File: src/swg_pkg.sv
/*
 * swg_pkg: constants and carriers for the sfr write guard and device control block.
 * assumes a cpu-side sfr bus with page-p selection decoded by the core.
 */
package swg_pkg;

    // page-p sfr offsets
    localparam logic [11:0] SWG_GUARD_ADDR  = 12'h488;
    localparam logic [11:0] SWG_DEVCTL_ADDR = 12'h04c;
    // ordinary-page offsets of guarded registers and the page index (page-p aliases use the same address)
    localparam logic [11:0] SWG_PORT6_ADDR  = 12'h0f8;
    localparam logic [11:0] SWG_PORT4_ADDR  = 12'h0e8;
    localparam logic [11:0] SWG_WDT_ADDR    = 12'h0e1;
    localparam logic [11:0] SWG_CLK0_ADDR   = 12'h0c7;
    localparam logic [11:0] SWG_PWR1_ADDR   = 12'h097;
    localparam logic [11:0] SWG_PWR0_ADDR   = 12'h087;
    localparam logic [11:0] SWG_PAGEIDX_ADDR = 12'h0ac;

    // guard bit positions
    localparam int SWG_G_PORT6 = 6;
    localparam int SWG_G_PORT4 = 5;
    localparam int SWG_G_WDT   = 4;
    localparam int SWG_G_CLK0  = 2;
    localparam int SWG_G_PWR1  = 1;
    localparam int SWG_G_PWR0  = 0;

    // device control bit positions
    localparam int SWG_D_HSE   = 7;
    localparam int SWG_D_IAP_REGION_NO_EXEC  = 6;
    localparam int SWG_D_ULTRA_SPEED_ENABLE  = 5;
    localparam int SWG_D_IOR   = 2;
    localparam int SWG_D_RESET_PIN_SELECT = 1;
    localparam int SWG_D_DEBUG_PORT_ENABLE  = 0;

    // reset values and writable masks
    localparam logic [7:0] SWG_GUARD_RST   = 8'h00;
    localparam logic [7:0] SWG_GUARD_MASK  = 8'h77;
    localparam logic [7:0] SWG_DEVCTL_RST  = 8'h83;
    localparam logic [7:0] SWG_DEVCTL_MASK = 8'he7;
    localparam logic [3:0] SWG_PAGE_RST    = 4'h0;
    localparam logic [7:0] SWG_PORT_RST    = 8'hff;
    localparam logic [7:0] SWG_ZERO_RST    = 8'h00;
    localparam logic [7:0] SWG_PWR0_RST    = 8'h10;

    // cpu sfr bus request
    typedef struct packed {
        logic        wr;
        logic        rd;
        logic        page_p;
        logic [11:0] addr;
        logic [7:0]  wdata;
    } swg_sfr_req_t;

    // decoded device control outputs
    typedef struct packed {
        logic high_speed_enable;
        logic ultra_speed_enable;
        logic iap_region_no_exec;
        logic port_six_reset_scope;
        logic reset_pin_select;
        logic debug_port_enable;
    } swg_devctl_t;

endpackage : swg_pkg

File: src/swg_top.sv
/*
 * swg_top: sfr write guard register, device control register, page index and
 * the six guarded sfrs they protect.
 * assumes the cpu gives one-cycle wr/rd strobes and reports the reset cause.
 */
`timescale 1ns/1ps
module swg_top (
    // clock and reset
    input  wire logic                clk_in,
    input  wire logic                rst_n_in,
    // cause of the current reset: high for por, lvr, pin or enabled bor
    input  wire logic                hard_reset_in,
    // cpu sfr bus
    input  wire swg_pkg::swg_sfr_req_t sfr_req_in,
    output logic               [7:0] sfr_rdata_out,
    output logic                     sfr_hit_out,
    // device control
    output swg_pkg::swg_devctl_t     devctl_out,
    output logic                     iap_exec_allow_out,
    output logic                     ext_reset_route_out,
    output logic                     port4_pin7_gpio_out,
    output logic                     debug_on_port4_out,
    output logic               [3:0] sfr_page_index_out,
    // guarded register values
    output logic               [7:0] port_six_register_out,
    output logic               [7:0] port_four_register_out,
    output logic               [7:0] watchdog_control_out,
    output logic               [7:0] clock_control_zero_out,
    output logic               [7:0] power_control_one_out,
    output logic               [7:0] power_control_zero_out
);

    typedef struct packed {
        logic [7:0] guard;
        logic [7:0] devctl;
        logic [3:0] page;
    } swg_top_st_t;

    swg_top_st_t st_r;
    swg_top_st_t st_nxt;

    logic wr_p;
    logic [7:0] port6_q;
    logic [7:0] port4_q;
    logic [7:0] wdt_q;
    logic [7:0] clk0_q;
    logic [7:0] pwr1_q;
    logic [7:0] pwr0_q;
    logic       port6_hold;

    // address match for a write strobe
    function automatic logic wr_hit(input swg_pkg::swg_sfr_req_t r, input logic [11:0] a);
        wr_hit = r.wr && (r.addr == a);
    endfunction : wr_hit

    assign wr_p = sfr_req_in.wr && sfr_req_in.page_p;

    // page-p-only registers; reserved bits masked so stray ones never store
    always_comb begin
        st_nxt = st_r;
        if (wr_p && (sfr_req_in.addr == swg_pkg::SWG_GUARD_ADDR)) begin
            st_nxt.guard = sfr_req_in.wdata & swg_pkg::SWG_GUARD_MASK;
        end
        if (wr_p && (sfr_req_in.addr == swg_pkg::SWG_DEVCTL_ADDR)) begin
            st_nxt.devctl = sfr_req_in.wdata & swg_pkg::SWG_DEVCTL_MASK;
        end
        // page index is reachable from every page
        if (wr_hit(sfr_req_in, swg_pkg::SWG_PAGEIDX_ADDR)) begin
            st_nxt.page = sfr_req_in.wdata[3:0];
        end
    end

    // one synchronous reset for the page-p registers and page index; no reset-cause exemptions here
    always_ff @(posedge clk_in) begin
        if (!rst_n_in) begin
            st_r.guard  <= swg_pkg::SWG_GUARD_RST;
            st_r.devctl <= swg_pkg::SWG_DEVCTL_RST;
            st_r.page   <= swg_pkg::SWG_PAGE_RST;
        end else begin
            st_r <= st_nxt;
        end
    end

    // port 6 survives only the first edge of a soft reset when the scope bit is set; that edge clears the scope bit
    assign port6_hold = st_r.devctl[swg_pkg::SWG_D_IOR] && !hard_reset_in;

    // port 6: the only guarded register whose reset depends on the reset cause
    swg_guarded_reg #(.RST_VAL(swg_pkg::SWG_PORT_RST)) u_port6 (
        .clk_in      (clk_in),
        .rst_n_in    (rst_n_in),
        .hold_rst_in (port6_hold),
        .sel_in      (wr_hit(sfr_req_in, swg_pkg::SWG_PORT6_ADDR)),
        .page_p_in   (sfr_req_in.page_p),
        .guard_in    (st_r.guard[swg_pkg::SWG_G_PORT6]),
        .wdata_in    (sfr_req_in.wdata),
        .q_out       (port6_q)
    );

    // port 4: pad muxing lives elsewhere, this is only the latch
    swg_guarded_reg #(.RST_VAL(swg_pkg::SWG_PORT_RST)) u_port4 (
        .clk_in      (clk_in),
        .rst_n_in    (rst_n_in),
        .hold_rst_in (1'b0),
        .sel_in      (wr_hit(sfr_req_in, swg_pkg::SWG_PORT4_ADDR)),
        .page_p_in   (sfr_req_in.page_p),
        .guard_in    (st_r.guard[swg_pkg::SWG_G_PORT4]),
        .wdata_in    (sfr_req_in.wdata),
        .q_out       (port4_q)
    );

    // watchdog control: guarded so stray code cannot quietly disarm the watchdog
    swg_guarded_reg #(.RST_VAL(swg_pkg::SWG_ZERO_RST)) u_wdt (
        .clk_in      (clk_in),
        .rst_n_in    (rst_n_in),
        .hold_rst_in (1'b0),
        .sel_in      (wr_hit(sfr_req_in, swg_pkg::SWG_WDT_ADDR)),
        .page_p_in   (sfr_req_in.page_p),
        .guard_in    (st_r.guard[swg_pkg::SWG_G_WDT]),
        .wdata_in    (sfr_req_in.wdata),
        .q_out       (wdt_q)
    );

    // clock control 0
    swg_guarded_reg #(.RST_VAL(swg_pkg::SWG_ZERO_RST)) u_clk0 (
        .clk_in      (clk_in),
        .rst_n_in    (rst_n_in),
        .hold_rst_in (1'b0),
        .sel_in      (wr_hit(sfr_req_in, swg_pkg::SWG_CLK0_ADDR)),
        .page_p_in   (sfr_req_in.page_p),
        .guard_in    (st_r.guard[swg_pkg::SWG_G_CLK0]),
        .wdata_in    (sfr_req_in.wdata),
        .q_out       (clk0_q)
    );

    // power control 1
    swg_guarded_reg #(.RST_VAL(swg_pkg::SWG_ZERO_RST)) u_pwr1 (
        .clk_in      (clk_in),
        .rst_n_in    (rst_n_in),
        .hold_rst_in (1'b0),
        .sel_in      (wr_hit(sfr_req_in, swg_pkg::SWG_PWR1_ADDR)),
        .page_p_in   (sfr_req_in.page_p),
        .guard_in    (st_r.guard[swg_pkg::SWG_G_PWR1]),
        .wdata_in    (sfr_req_in.wdata),
        .q_out       (pwr1_q)
    );

    // power control 0: its reset value differs from the other power register
    swg_guarded_reg #(.RST_VAL(swg_pkg::SWG_PWR0_RST)) u_pwr0 (
        .clk_in      (clk_in),
        .rst_n_in    (rst_n_in),
        .hold_rst_in (1'b0),
        .sel_in      (wr_hit(sfr_req_in, swg_pkg::SWG_PWR0_ADDR)),
        .page_p_in   (sfr_req_in.page_p),
        .guard_in    (st_r.guard[swg_pkg::SWG_G_PWR0]),
        .wdata_in    (sfr_req_in.wdata),
        .q_out       (pwr0_q)
    );

    // read mux: guarded registers answer on every page regardless of guard
    always_comb begin
        sfr_rdata_out = 8'h00;
        sfr_hit_out   = 1'b1;
        case (sfr_req_in.addr)
            swg_pkg::SWG_PORT6_ADDR:   sfr_rdata_out = port6_q;
            swg_pkg::SWG_PORT4_ADDR:   sfr_rdata_out = port4_q;
            swg_pkg::SWG_WDT_ADDR:     sfr_rdata_out = wdt_q;
            swg_pkg::SWG_CLK0_ADDR:    sfr_rdata_out = clk0_q;
            swg_pkg::SWG_PWR1_ADDR:    sfr_rdata_out = pwr1_q;
            swg_pkg::SWG_PWR0_ADDR:    sfr_rdata_out = pwr0_q;
            swg_pkg::SWG_PAGEIDX_ADDR: sfr_rdata_out = {4'h0, st_r.page};
            swg_pkg::SWG_GUARD_ADDR: begin
                sfr_rdata_out = st_r.guard;
                sfr_hit_out   = sfr_req_in.page_p;
            end
            swg_pkg::SWG_DEVCTL_ADDR: begin
                sfr_rdata_out = st_r.devctl;
                sfr_hit_out   = sfr_req_in.page_p;
            end
            default: sfr_hit_out = 1'b0;
        endcase
        if (!sfr_hit_out) begin
            sfr_rdata_out = 8'h00;
        end
    end

    // decoded device controls; speed bits only steer circuits, software sequences them
    always_comb begin
        devctl_out.high_speed_enable    = st_r.devctl[swg_pkg::SWG_D_HSE];
        devctl_out.ultra_speed_enable   = st_r.devctl[swg_pkg::SWG_D_ULTRA_SPEED_ENABLE];
        devctl_out.iap_region_no_exec   = st_r.devctl[swg_pkg::SWG_D_IAP_REGION_NO_EXEC];
        devctl_out.port_six_reset_scope = st_r.devctl[swg_pkg::SWG_D_IOR];
        devctl_out.reset_pin_select     = st_r.devctl[swg_pkg::SWG_D_RESET_PIN_SELECT];
        devctl_out.debug_port_enable    = st_r.devctl[swg_pkg::SWG_D_DEBUG_PORT_ENABLE];
    end

    assign iap_exec_allow_out  = !st_r.devctl[swg_pkg::SWG_D_IAP_REGION_NO_EXEC];
    assign ext_reset_route_out = st_r.devctl[swg_pkg::SWG_D_RESET_PIN_SELECT];
    assign port4_pin7_gpio_out = !st_r.devctl[swg_pkg::SWG_D_RESET_PIN_SELECT];
    assign debug_on_port4_out  = st_r.devctl[swg_pkg::SWG_D_DEBUG_PORT_ENABLE];
    assign sfr_page_index_out  = st_r.page;

    assign port_six_register_out  = port6_q;
    assign port_four_register_out = port4_q;
    assign watchdog_control_out   = wdt_q;
    assign clock_control_zero_out = clk0_q;
    assign power_control_one_out  = pwr1_q;
    assign power_control_zero_out = pwr0_q;

endmodule : swg_top

File: src/swg_guarded_reg.sv
/*
 * swg_guarded_reg: one 8-bit sfr held behind a write guard bit.
 * assumes the parent decodes address and page; reset value fixed per instance.
 */
`timescale 1ns/1ps
module swg_guarded_reg #(
    parameter logic [7:0] RST_VAL = 8'h00
) (
    // clock and reset
    input  wire logic       clk_in,
    input  wire logic       rst_n_in,
    input  wire logic       hold_rst_in,
    // write request
    input  wire logic       sel_in,
    input  wire logic       page_p_in,
    input  wire logic       guard_in,
    input  wire logic [7:0] wdata_in,
    // stored value
    output logic      [7:0] q_out
);

    typedef struct packed {
        logic [7:0] val;
    } swg_greg_st_t;

    swg_greg_st_t st_r;
    swg_greg_st_t st_nxt;

    // a blocked write is simply dropped, nothing is flagged
    always_comb begin
        st_nxt = st_r;
        if (sel_in && (page_p_in || !guard_in)) begin
            st_nxt.val = wdata_in;
        end
    end

    // hold_rst_in lets a caller exempt this register from a reset event
    always_ff @(posedge clk_in) begin
        if (!rst_n_in && !hold_rst_in) begin
            st_r.val <= RST_VAL;
        end else begin
            st_r <= st_nxt;
        end
    end

    assign q_out = st_r.val;

endmodule : swg_guarded_reg

File: config.mk
export PLATFORM = sky130hd
export DESIGN_NAME = swg_top
export DESIGN_NICKNAME = d
export VERILOG_FILES = /design/src/swg_pkg.sv /design/src/swg_top.sv /design/src/swg_guarded_reg.sv
export SDC_FILE = /design/constraint.sdc
export NUM_CORES = 1
export LEC_CHECK = 0
export BUFFER_PORTS_ARGS = -buffer_cell sky130_fd_sc_hd__clkbuf_2
export CELL_PAD_IN_SITES_DETAIL_PLACEMENT = 1
export CELL_PAD_IN_SITES_GLOBAL_PLACEMENT = 2
export CORE_MARGIN = 4
export CORE_UTILIZATION = 23
export CTS_BUF_LIST = sky130_fd_sc_hd__clkbuf_8
export DETAILED_ROUTE_END_ITERATION = 12
export PLACE_DENSITY_LB_ADDON = 0.1
export SYNTH_ARGS = -nofsm -noshare
export SYNTH_HDL_FRONTEND = slang
export SYNTH_SLANG_ARGS = --single-unit
export TNS_END_PERCENT = 100
File: constraint.sdc
create_clock -name clk_in -period 3.3 [get_ports clk_in]
set_input_delay 0.165 -clock clk_in [delete_from_list [all_inputs] [get_ports clk_in]]
set_output_delay 0.165 -clock clk_in [all_outputs]
set_load 0.01 [all_outputs]
Word-level counts from Yosys, hierarchy flattened:

Index checks and enable logic that the tools add are counted.

* flip-flop bits (word level): 64
* input bits: 26
* output and inout port bits: 71
* word-level logic and storage cells: 58

* eq/ne operators: 9
* mux-type cells: 3
* reduce and logical (&&, ||, !) cells: 37

Operators by type and width (count)
* 12-bit by 8-bit == test with 1-bit output, second input constant: 7
* 8-bit one-hot mux with 9 select lines: 1
* 1-bit logical AND: 18
* 12-bit by 11-bit == test with 1-bit output, second input constant: 1
* 12-bit by 7-bit == test with 1-bit output, second input constant: 1
* 1-bit zero test: 11
* 8-bit 2-to-1 mux: 1
* 7-bit OR reduction: 1
* 1-bit logical OR: 6
* 1-bit one-hot mux with 2 select lines: 1
* 2-bit OR reduction: 1

Longest topological paths before layout:

Gate-level depths: netlist of run 1.

* word-level depth: 4
* depth in mapped cells: 8
* depth with buffers taken out: 5

Modules after synthesis:

From an unflattened synthesis of run 1, not the netlist that was laid out.

* cells, all modules: 400
* area, all modules: 3639.7 µm²

Modules (own cells, without submodules)
* swg_top: times used 1, cells an instance 196, area each 1636.6 µm², sequential area each 320.3 µm²
* swg_guarded_reg (u_clk0 ...): times used 3, cells an instance 37, area each 342.8 µm², sequential area each 160.2 µm²
* swg_guarded_reg (u_port4 ...): times used 2, cells an instance 27, area each 310.3 µm², sequential area each 160.2 µm²
* swg_guarded_reg (u_pwr0): times used 1, cells an instance 39, area each 354.1 µm², sequential area each 160.2 µm²

Least setup slack after synthesis of run 1:

OpenSTA, ideal clock, no wires.

* path type: input-to-reg
* start point: input port sfr_req_in[17] (netlist name)
* end point: register st_r, in the netlist debug_on_port4_out
* library setup time: 0.129 ns
* data arrival time: 1.631 ns
* data required time: 3.171 ns
* path slack: 1.540 ns
* stages: 7
* path buffers: 2
* path through: or4_1 buf_2 nor3_4 and4_1 buf_4 mux2i_1 nand2_1

* longest elaborated chain between the ends: 2

Ends and longest elaborated chain
* start, declared: line swg_top.sv:14 `input wire swg_pkg::swg_sfr_req_t sfr_req_in,`
* 12-bit by 7-bit == test with 1-bit output: line swg_top.sv:64 `if (wr_p && (sfr_req_in.addr == swg_pkg::SWG_DEVCTL_ADDR)) begin`
* 1-bit logical AND: line swg_top.sv:64
* end signal, assigned: line swg_top.sv:80 `st_r <= st_nxt;`
* end, declared: line swg_top.sv:39 `swg_top_st_t st_r;`

Every way passes these cells.
A chain may end at the register's enable or synchronous reset.

Worst setup path in the final report of run 1:

* start point: input port sfr_req_in[17] (netlist name)
* end point: output port sfr_rdata_out[5]

* longest elaborated chain between the ends: 4
* elaborated cells between the ends (all ways): 14
* classes of those cells: eq/ne (9); mux (3); reduce/logical (2)

Ends and longest elaborated chain
* 12-bit by 8-bit == test with 1-bit output, or another cell as far along: line swg_top.sv:163 `case (sfr_req_in.addr)`
* 7-bit OR reduction (no source line) or 2-bit OR reduction (tied branches)
* 1-bit one-hot mux with 2 select lines: line swg_top.sv:163
* 8-bit 2-to-1 mux (*): line swg_top.sv:181 `if (!sfr_hit_out) begin`
* end, declared: line swg_top.sv:15 `output logic [7:0] sfr_rdata_out,`

Mark *: on every way between the ends. The rest lies on a longest branch, timed or not.

==> summary.md, run 1 <==
| Metric | Value |
|---|---|
| Worst r2r src | st_r[12]$_SDFFE_PN0P_ |
| Worst hold path class | in -> reg |
| Comb power frac | just under 8% |
| Wire length per cell | ~21 µm |
| Mean post-synth cell area | ~10 µm² |
| Outcome | completed |
| Post-route design area | between 0.004 and 0.005 mm² |
| P_leak | ~0.0017 µW |
| Gr usage total | 16.25% |
| Post-DP Area | approximately 0.0041 mm² |
| Antenna Nets Post-Route | 0 |
| Netlist Area Pre-Place | 0.003451 mm² |
| DR pass1 iterations | 4 |
| Clk pin slew, worst setup/hold paths | 0.07 ns |
| CP Capture Type | output pin |
| Ranking of synthesized cells by area | dfxtp_1 (37%), mux2i_1 (20%), nor2b_1 (8.7%) |
| Sequential share of power | 50.0% |
| Slowest-stage cell, CP | or4_1 |
| Num rows | 44 |
| Overflow after GRT | 0 |
| Setup TNS | 0 ns |
| Max Clk Rate | between 0.4 and 0.5 GHz |
| Antenna violations before repair | 0 |
| Share of cells above drive strength 1 | a little under a third |
| Sw power | 405.0 µW |
| Vias in the first global route | 3154 |
| Total number of vias | approximately 3000 |
| Ys async rst share | 0% |
| Switching part of the total power | 26.23% |
| Clock Sinks | 64 |
| Yosys warns | 0 |
| Die Area | 0.01703 mm² |
| Clock power frac | a little over two fifths |
| Dpl hpwl | around 9800 µm |
| Period utilization | 69.13% |
| Final Max Slew Viols | 0 |
| Setup WS post-layout | ~1.0 ns |
| Max cap viols | 0 |
| Synth Register Bits | 64 |
| Endpoint, Worst Hold | u_port4.q_out[4]$_SDFFE_PN1P_ |
| Final setup viols | 0 |
| Number of flops mapped to enable cells by yosys | 0 |
| # H-tree levels | 3 |
| Clock Latency Late Sink | 0.36 ns |
| Die width | roughly 130 µm |
| Fillcell total | around 1700 |
| Reg2reg end | u_pwr0.q_out[4]$_SDFFE_PN1P_ |
| Clock buffer depth | 2 |
| CP max stage delay | around 0.74 ns |
| Crit Path Max Fanout | 8 |
| Total core area | 0.01459 mm² |
| Setup Crit Path Kind | in -> out |
| Worst R2R Path Depth | 4 |
| Setup WS pre-CTS | 0.8929 ns |
| Total CTS buffers | 9 |
| Hold_sp | sfr_req_in[4] |
| Initial Utilization | 23.65% |
| P&R area growth vs syn | 24.15% |
| Mapped Cells | 352 |
| Int Power | 1139 µW |
| Commonest non-fill, non-tap cells in the layout | clkbuf_2 (95), mux2i_1 (69), dfxtp_1 (64) |
| Synth top area share | between 30% and 40% |
| Hold Slack | 0.1749 ns |
| Critical Path AT | about 2.1 ns |
| Max_slew headroom | a little over two fifths |
| CTS tree | done |
| Final core occ | 29.37% |
| Most Frequent Cell on Critical Path | clkbuf_2 |
| Synth cell types | 49 |
| Nets | 466 |
| Yosys top cell by area | dfxtp_1 |
| Die Height | 130.5 µm |
| Fraction of the yosys area taken by sequential cells | a little under two fifths |
| Avg Vias per Cell | ~4.8 |
| Hold Path Depth | 3 |
| Routed Wire Length | about 13000 µm |
| Routability Congestion | roughly 0.79 |
| 1st-iter DRT viols | 91 |
| Root Buffer | clkbuf_8 |
| Port-buffer cells | 95 |
| Largest net degree at the start of global routing | 46 |
| Clock Skew | a little under 0.008 ns |
| Setup slack, reg-to-reg | ~1.7 ns |
| Post-synth top flop | dfxtp_1 |
| CTS Hold Buffers Added | 0 |
| First-pass GRT wire length | about 20000 µm |
| DRC viols | 0 |
| Tmin final | between 2 and 2.5 ns |
| Critical Path, Cell by Cell | clkbuf_2 > or4_1 > nor3_4 > a221oi_2 > buf_4 > a41oi_1 > clkbuf_2 |
| Hold Vio Cnt, Final | 0 |
| Ant diodes | 0 |
| Worst Tran Pin Value | approximately 0.87 ns |
| Crit path launch type | input pin |
| Setup bufs post-CTS | 0 |
| Worst IR Drop VDD | ~0.15 mV |
| Pwr Density | around 360 mW/mm² |
| RSZ-0062 raised after global routing | no |
| Most common cell after layout, fill and taps aside | clkbuf_2 |
| Synth Net Count | ~380 |
| Worst path required time | roughly 3.1 ns |
| Top Ports | just under 100 |
| Post-cts resize count | 0 |
-- registers in the layout (all words and copies together), names as in the netlist --
signal and cells:
u_pwr0.q_out 8, st_r 6, u_wdt.q_out 8, sfr_page_index_out 4, devctl_out 5, u_pwr1.q_out 8
u_port6.q_out 8, u_port4.q_out 8, u_clk0.q_out 8, debug_on_port4_out 1
-- cell usage after synthesis (2+ instances only) --
cell and instances:
buf_4 3, a22o_1 7, o2111ai_2 2, and4bb_2 2, a21oi_1 15, nand2_1 25, nand3_1 11, buf_2 7
a32o_1 5, nor4_4 2, nand4_1 8, mux2_2 3, and2_1 3, inv_1 10, o211ai_1 2, mux2i_1 69
o32ai_1 5, nor2_1 6, dfxtp_1 64, a22oi_1 7, clkbuf_1 16, o22ai_1 3, a2111oi_4 3, nor2b_1 48
and4_1 2
-- kinds of logic (layout without fill, tap and decap cells) --
logic type      count (synthesis)  count (layout)  synth area share [%]
mux                            72              72                 20.99
compound gates                 56              56                 14.36
simple gates                  121             121                 22.34
xor+xnor                        1               1                0.2539
buf+inv                        38             131                 4.931
flops                          64              64                 37.13
-- through the flow --
stage          total power, µW  std cells
3_3_place_gp             912.6        613
4_1_cts                   1581        629
3_5_place_dp             913.0        613
5_1_grt                   1621        629
2_1_floorplan            854.8        352
6_report                  1544        629
-- power by group through the flow --
stage               combinational, µW  sequential [µW]  clock [µW]
floorplan                        65.0              790           0
finish                            121              772         651
global placement                  123              790           0
detailed placement                123              790           0
CTS                               124              772         685
global route                      132              772         717
-- critical path, delay by kind of cell --
kind                   cells  cell delay [ns]
AND/OR/NAND/NOR            2             1.11
AO/OA/AOI/OAI              2             0.33
buffers and inverters      3             0.49
-- how the worst max path moves through the flow --
stage	from	endpoint	slack (ns)
floorplan	sfr_req_in[17]	debug_on_port4_out$_SDFFE_PN1P_	1.54
detailed placement	sfr_req_in[17]	debug_on_port4_out$_SDFFE_PN1P_	0.89
global placement	sfr_req_in[17]	debug_on_port4_out$_SDFFE_PN1P_	0.91
global route	sfr_req_in[17]	sfr_rdata_out[5]	0.89
finish	sfr_req_in[17]	sfr_rdata_out[5]	1.02
CTS	sfr_req_in[17]	sfr_rdata_out[5]	0.99
-- final cells by class --
cell class	count	area [µm²]	area share (%)
Inverter	10	37.54	0.8762
Multi-Input combinational cell	250	1999	46.67
Clock inverter	4	20.02	0.4673
Sequential cell	64	1281	29.91
Timing Repair Buffer	105	550.5	12.85
Clock buffer	12	165.2	3.855
Tap cell	184	230.2	5.374
-- layer usage --
metal	global-route usage [%]	up-vias	part of all wire, %
met3	3.537	12	3.9
met5	0	-	0
met1	22.27	1489	48
met4	5.445	0	1.4
met2	25.40	69	47
li1	-	1459	-
Power figures use the tool's default switching activity.
==> inputs of run 2 (changes only) <==
Clock period 3.3 ns to 2.1 ns, I/O delays scaled along.
==> run 2 against run 1 <==
Net effect:
- core utilization increased by 1.0 points
- worst setup slack got worse by 0.85 ns
- hold slack got worse by 0.068 ns
- final area increased by 3.4%
- critical endpoint is now sfr_rdata_out[7]
- largest power group unchanged
- clock-buffer cell count decreased by 3
- critical path depth increased by 1
- critical path type unchanged
- register-to-register slack got worse by 0.91 ns
- non-clock buffer count increased by 21
==> summary.md, run 2 (synthesis gave the netlist of run 1 again) <==
| Metric | Value |
|---|---|
| Clock Latency Late Sink | 0.36 ns (about the same) |
| Avg Vias per Cell | 4.803 (was 4.816) |
| Setup crit start | sfr_req_in[17] (unchanged) |
| Hold_sp | sfr_req_in[4] (unchanged) |
| Most common cell after layout, fill and taps aside | clkbuf_2 (unchanged) |
| Initial Utilization | 23.65% (unchanged) |
| Clock Skew | 0.006547 ns (was 0.007792 ns) |
| Antenna Nets Post-Route | 0 (unchanged) |
| Pwr Density | 525.3 mW/mm² (was 360.4 mW/mm²) |
| Setup TNS | 0 ns (unchanged) |
| Worst path required time | 2.00 ns (was 3.13 ns) |
| Post-cts resize count | 0 (unchanged) |
| Total core area | 0.01459 mm² (unchanged) |
| Crit path launch type | input pin (unchanged) |
| # H-tree levels | 3 (unchanged) |
| Vias in the first global route | 3345 (was 3154) |
| Ant diodes | 0 (unchanged) |
| Total number of vias | 3117 (was 3029) |
| CTS tree | done (unchanged) |
| Setup Crit Path Kind | in -> out (unchanged) |
| Max Clk Rate | 0.5171 GHz |
| Critical Path AT | 1.83 ns (was 2.12 ns) |
| 1st-iter DRT viols | 147 (was 91) |
| DRC viols | 0 (unchanged) |
| Commonest non-fill, non-tap cells in the layout | clkbuf_2 (95), mux2i_1 (69), dfxtp_1 (64) (unchanged) |
| Wire length per cell | 20.71 µm (was 21.18 µm) |
| Worst Tran Pin Value | 0.6218 ns (was 0.8663 ns) |
| DR pass1 iterations | 4 (unchanged) |
| Gr usage total | 16.27% (was 16.25%) |
| Largest net degree at the start of global routing | 23 (was 46) |
| Worst IR Drop VDD | 0.2009 mV (was 0.1546 mV) |
| Setup WS post-layout | 0.1661 ns (was 1.019 ns) |
| Top Ports | 97 (unchanged) |
| Dpl hpwl | 10230 µm (was 9797 µm) |
| Antenna violations before repair | 0 (unchanged) |
| Die width | 130.5 µm (unchanged) |
| Clock buffer depth | 2 (unchanged) |
| Final core occ | 30.37% (was 29.37%) |
| Hold Vio Cnt, Final | 0 (unchanged) |
| CP Capture Type | output pin (unchanged) |
| Worst hold path class | in -> reg (unchanged) |
| Share of cells above drive strength 1 | 34.62% (was 31.46%) |
| Nets | 487 (was 466) |
| Root Buffer | clkbuf_8 (unchanged) |
| Period utilization | 92.09% |
| CTS Hold Buffers Added | 0 (unchanged) |
| Hold Slack | 0.1074 ns (was 0.1749 ns) |
| Final Max Slew Viols | 0 (unchanged) |
| Num rows | 44 (unchanged) |
| Setup WS pre-CTS | 0.1017 ns (was 0.8929 ns) |
| Crit Path Max Fanout | 7 (was 8) |
| RSZ-0062 raised after global routing | no (unchanged) |
| Fillcell total | 1710 (was 1681) |
| Outcome | completed (unchanged) |
| Setup bufs post-CTS | 0 (unchanged) |
| Routed Wire Length | 13440 µm (was 13320 µm) |
| Tmin final | approximately 1.9 ns |
| Port-buffer cells | 95 (unchanged) |
| Die Area | 0.01703 mm² (unchanged) |
| Seq. cell area | 0.001281 mm² (unchanged) |
| Routability Congestion | 0.7678 (was 0.7915) |
| Total CTS buffers | 9 (unchanged) |
| Max cap viols | 0 (unchanged) |
| Worst r2r src | st_r[12]$_SDFFE_PN0P_ (unchanged) |
| First-pass GRT wire length | 20470 µm (was 20110 µm) |
| Overflow after GRT | 0 (unchanged) |
| Multi-input logic area | 0.002007 mm² (was 0.001999 mm²) |
| Clk pin slew, worst setup/hold paths | 0.07 ns (about the same) |
| Die Height | 130.5 µm (unchanged) |
| Clock Sinks | 64 (unchanged) |
| Max_slew headroom | 58.24% (was 42.25%) |
| P&R area growth vs syn | 28.39% (was 24.15%) |
| Final setup viols | 0 (unchanged) |
| P_leak | 0.001776 µW (was 0.001684 µW) |
run 2: cell type report:
type                    count  share of cell area, %
multi-input cells         250                  45.30
flip-flops and latches     64                  28.92
repair buffers            126                  16.27
well taps                 184                  5.196
clock buffers               9                  2.796
inverters                  10                 0.8472
clock inverters             6                 0.6778
run 2: path summary, 6_finish.rpt:
kind	endpoint	slack, ns	cells past startpoint
max	sfr_rdata_out[7]	0.17	8
min	u_pwr0.q_out[4]$_SDFFE_PN1P_	0.11	3
max reg2reg	u_pwr0.q_out[6]$_SDFFE_PN0P_	0.78	4
min reg2reg	u_port4.q_out[2]$_SDFFE_PN1P_	0.51	2
run 2: metrics by stage:
stage,instance area (µm²),total power (µW),cells
2_1_floorplan,3451,1343,352
3_3_place_gp,4269,1445,634
3_5_place_dp,4269,1446,634
4_1_cts,4423,2378,649
5_1_grt,4431,2437,649
6_report,4431,2327,649
run 2: metal layers:
layer,up-vias,share of wire [%],track usage (%)
met3,15,4.4,3.089
met2,72,47,26.36
met5,-,0,0
met4,0,1.5,5.626
met1,1532,47,21.71
li1,1498,-,-
run 2: report_power, final:
group | internal [µW] | switching (µW) | total (µW)
Clock | 406 | 507 | 914
Combinational | 69.6 | 131 | 201
Sequential | 1210 | 0.105 | 1210
run 2: critical path, cell delays in order:
cell      delay, ns
clkbuf_2       0.12
or4_1          0.53
buf_4          0.20
nor3_4         0.21
buf_4          0.18
a22oi_1        0.08
a21oi_1        0.23
clkbuf_2       0.18
==> inputs of run 3 (changes only) <==
Settings changed: SETUP_SLACK_MARGIN set to 0.4.
==> run 3 against run 2 <==
Net effect:
- sequential cell count unchanged
- clock-buffer cell count unchanged
- critical endpoint is now sfr_rdata_out[5]
- sequential share of layout area decreased by 1.2 points
- wire length increased by 1.1%
- final area increased by 4.3%
- fmax increased by 6.3%
- first-iteration DRC count increased by 33%
- largest power group unchanged
- register-to-register slack got worse by 0.02 ns
- critical path type unchanged
==> summary.md, run 3 (synthesis gave the netlist of run 1 again) <==
| Metric | Value |
|---|---|
| Hold Path Depth | 2 (was 3) |
| Worst R2R Path Depth | 4 (unchanged) |
| Critical Path AT | 1.71 ns (was 1.83 ns) |
| Hold Slack | 0.05679 ns (was 0.1074 ns) |
| Reg2reg end | u_pwr0.q_out[5]$_SDFFE_PN0P_ (was u_pwr0.q_out[6]$_SDFFE_PN0P_) |
| DRC viols | 0 (unchanged) |
| P&R area growth vs syn | 33.87% (was 28.39%) |
| Clock Latency Late Sink | 0.36 ns (about the same) |
| Antenna Nets Post-Route | 0 (unchanged) |
| Max_slew headroom | 74.57% (was 58.24%) |
| Commonest non-fill, non-tap cells in the layout | clkbuf_2 (86), mux2i_1 (69), dfxtp_1 (64) (was clkbuf_2 (95), mux2i_1 (69), dfxtp_1 (64)) |
| Outcome | completed (unchanged) |
| Worst Tran Pin Value | 0.3708 ns (was 0.6218 ns) |
| Pwr Density | 532.4 mW/mm² (was 525.3 mW/mm²) |
| First-pass GRT wire length | 20480 µm (was 20470 µm) |
| Max Clk Rate | 0.5496 GHz (was 0.5171 GHz) |
| Clock buffer depth | 2 (unchanged) |
| P_leak | 0.001843 µW (was 0.001776 µW) |
| Routed Wire Length | 13590 µm (was 13440 µm) |
| Total design power | 2459 µW (was 2327 µW) |
| # H-tree levels | 3 (unchanged) |
| Clock Skew | 0.009899 ns (was 0.006547 ns) |
| CP Capture Type | output pin (unchanged) |
| Multi-input logic area | 0.002090 mm² (was 0.002007 mm²) |
| Setup Crit Path Kind | in -> out (unchanged) |
| Port-buffer cells | 95 (unchanged) |
| Worst IR Drop VDD | 0.2120 mV (was 0.2009 mV) |
| Max cap viols | 0 (unchanged) |
| Gr usage total | 16.33% (was 16.27%) |
| Clk pin slew, worst setup/hold paths | 0.08 ns (was 0.07 ns) |
| Endpoint, Worst Hold | u_port4.q_out[2]$_SDFFE_PN1P_ (was u_pwr0.q_out[4]$_SDFFE_PN1P_) |
| Share of cells above drive strength 1 | 37.87% (was 34.62%) |
| Die width | 130.5 µm (unchanged) |
| Nets | 491 (was 487) |
| Die Area | 0.01703 mm² (unchanged) |
| Num rows | 44 (unchanged) |
| RSZ-0062 raised after global routing | yes (was no) |
| CTS tree | done (unchanged) |
| Setup slack, reg-to-reg | 0.76 ns (was 0.78 ns) |
| Clock Sinks | 64 (unchanged) |
| DR pass1 iterations | 4 (unchanged) |
| Avg Vias per Cell | 4.801 (was 4.803) |
| Total CTS buffers | 9 (unchanged) |
| Tmin final | 1.820 ns (was 1.934 ns) |
| Setup TNS | 0 ns (unchanged) |
| Fillcell total | 1665 (was 1710) |
| Vias in the first global route | 3321 (was 3345) |
| Crit Path Max Fanout | 15 (was 7) |
| Antenna violations before repair | 0 (unchanged) |
| Die Height | 130.5 µm (unchanged) |
| Top Ports | 97 (unchanged) |
| Dpl hpwl | 10260 µm (was 10230 µm) |
| Routability Congestion | 0.7499 (was 0.7678) |
| Period utilization | 86.65% (was 92.09%) |
| Seq. cell area | 0.001281 mm² (unchanged) |
| Final Max Slew Viols | 0 (unchanged) |
| Total core area | 0.01459 mm² (unchanged) |
| Overflow after GRT | 0 (unchanged) |
| CTS Hold Buffers Added | 0 (unchanged) |
| Most common cell after layout, fill and taps aside | clkbuf_2 (unchanged) |
| Wire length per cell | 20.77 µm (was 20.71 µm) |
| 1st-iter DRT viols | 195 (was 147) |
| Initial Utilization | 23.65% (unchanged) |
| Worst r2r src | st_r[12]$_SDFFE_PN0P_ (unchanged) |
| Final setup viols | 0 (unchanged) |
| Worst hold path class | in -> reg (unchanged) |
| Hold Vio Cnt, Final | 0 (unchanged) |
| Total number of vias | 3140 (was 3117) |
| Worst path required time | 2.00 ns (about the same) |
| Crit path launch type | input pin (unchanged) |
| Hold_sp | rst_n_in (was sfr_req_in[4]) |
| Root Buffer | clkbuf_8 (unchanged) |
| Largest net degree at the start of global routing | 27 (was 23) |
| Ant diodes | 0 (unchanged) |
==> run 3: changes by cell type in the layout (fill, tap and decap cells not counted), sizes merged <==
cell      previous run  this run
buf                 31        44
bufinv               0         1
clkbuf             104        95
clkinvlp             1         0
inv                 12        13
==> run 3: layout make-up <==
type	instances	share of cell area (%)
tap	184	4.984
clock buffer	9	2.681
timing repair buffer	130	17.33
inverter	10	0.8126
sequential	64	27.74
multi-input combinational	250	45.23
clock inverter	7	1.219
==> run 3: metal layers <==
layer  GRT usage [%]  share of wire, %
met1           22.27                48
met5               0                 0
met3           3.211               4.1
met4           4.719              0.88
met2           26.27                47
==> run 3: how the worst max path moves through the flow <==
stage,startpoint,depth (start not counted),slack [ns],endpoint
finish,sfr_req_in[17],7,0.28,sfr_rdata_out[5]
detailed placement,sfr_req_in[17],8,0.15,u_port4.q_out[5]$_SDFFE_PN1P_
floorplan,sfr_req_in[17],7,0.40,debug_on_port4_out$_SDFFE_PN1P_
CTS,sfr_req_in[17],8,0.27,sfr_rdata_out[5]
global route,sfr_req_in[17],8,0.22,sfr_rdata_out[5]
global placement,sfr_req_in[17],8,0.19,u_pwr0.q_out[4]$_SDFFE_PN1P_
==> run 3: stage by stage <==
step / utilization, % / cell area, µm² / worst slack (ns) / instances
final: 31.66 / 4619 / 0.2804 / 654
after global routing: 31.66 / 4619 / 0.2202 / 654
after CTS: 31.24 / 4557 / 0.2746 / 651
after detailed placement: 29.40 / 4289 / 0.1546 / 635
after global placement: 29.40 / 4289 / 0.1863 / 635
after floorplan: - / 3451 / 0.4000 / 352
==> run 3: worst max-delay path: stages <==
cell and delay, ns:
buf_8 0.10, nor4_4 0.33, buf_12 0.19, and4_2 0.38, a22oi_1 0.17, a41oi_2 0.25, buf_2 0.17
==> run 3: what timing repair did <==
item / CTS / global route
gates resized for setup: 17 / 20
pin swaps: 6 / 2
buffers inserted: 0 / 3
setup endpoints to repair: 8 / 9
==> run 3: power breakdown <==
group	internal [µW]	switching [µW]	total (µW)
combinational	78.0	134	212
clock	529	505	1030
sequential	1210	0.107	1210
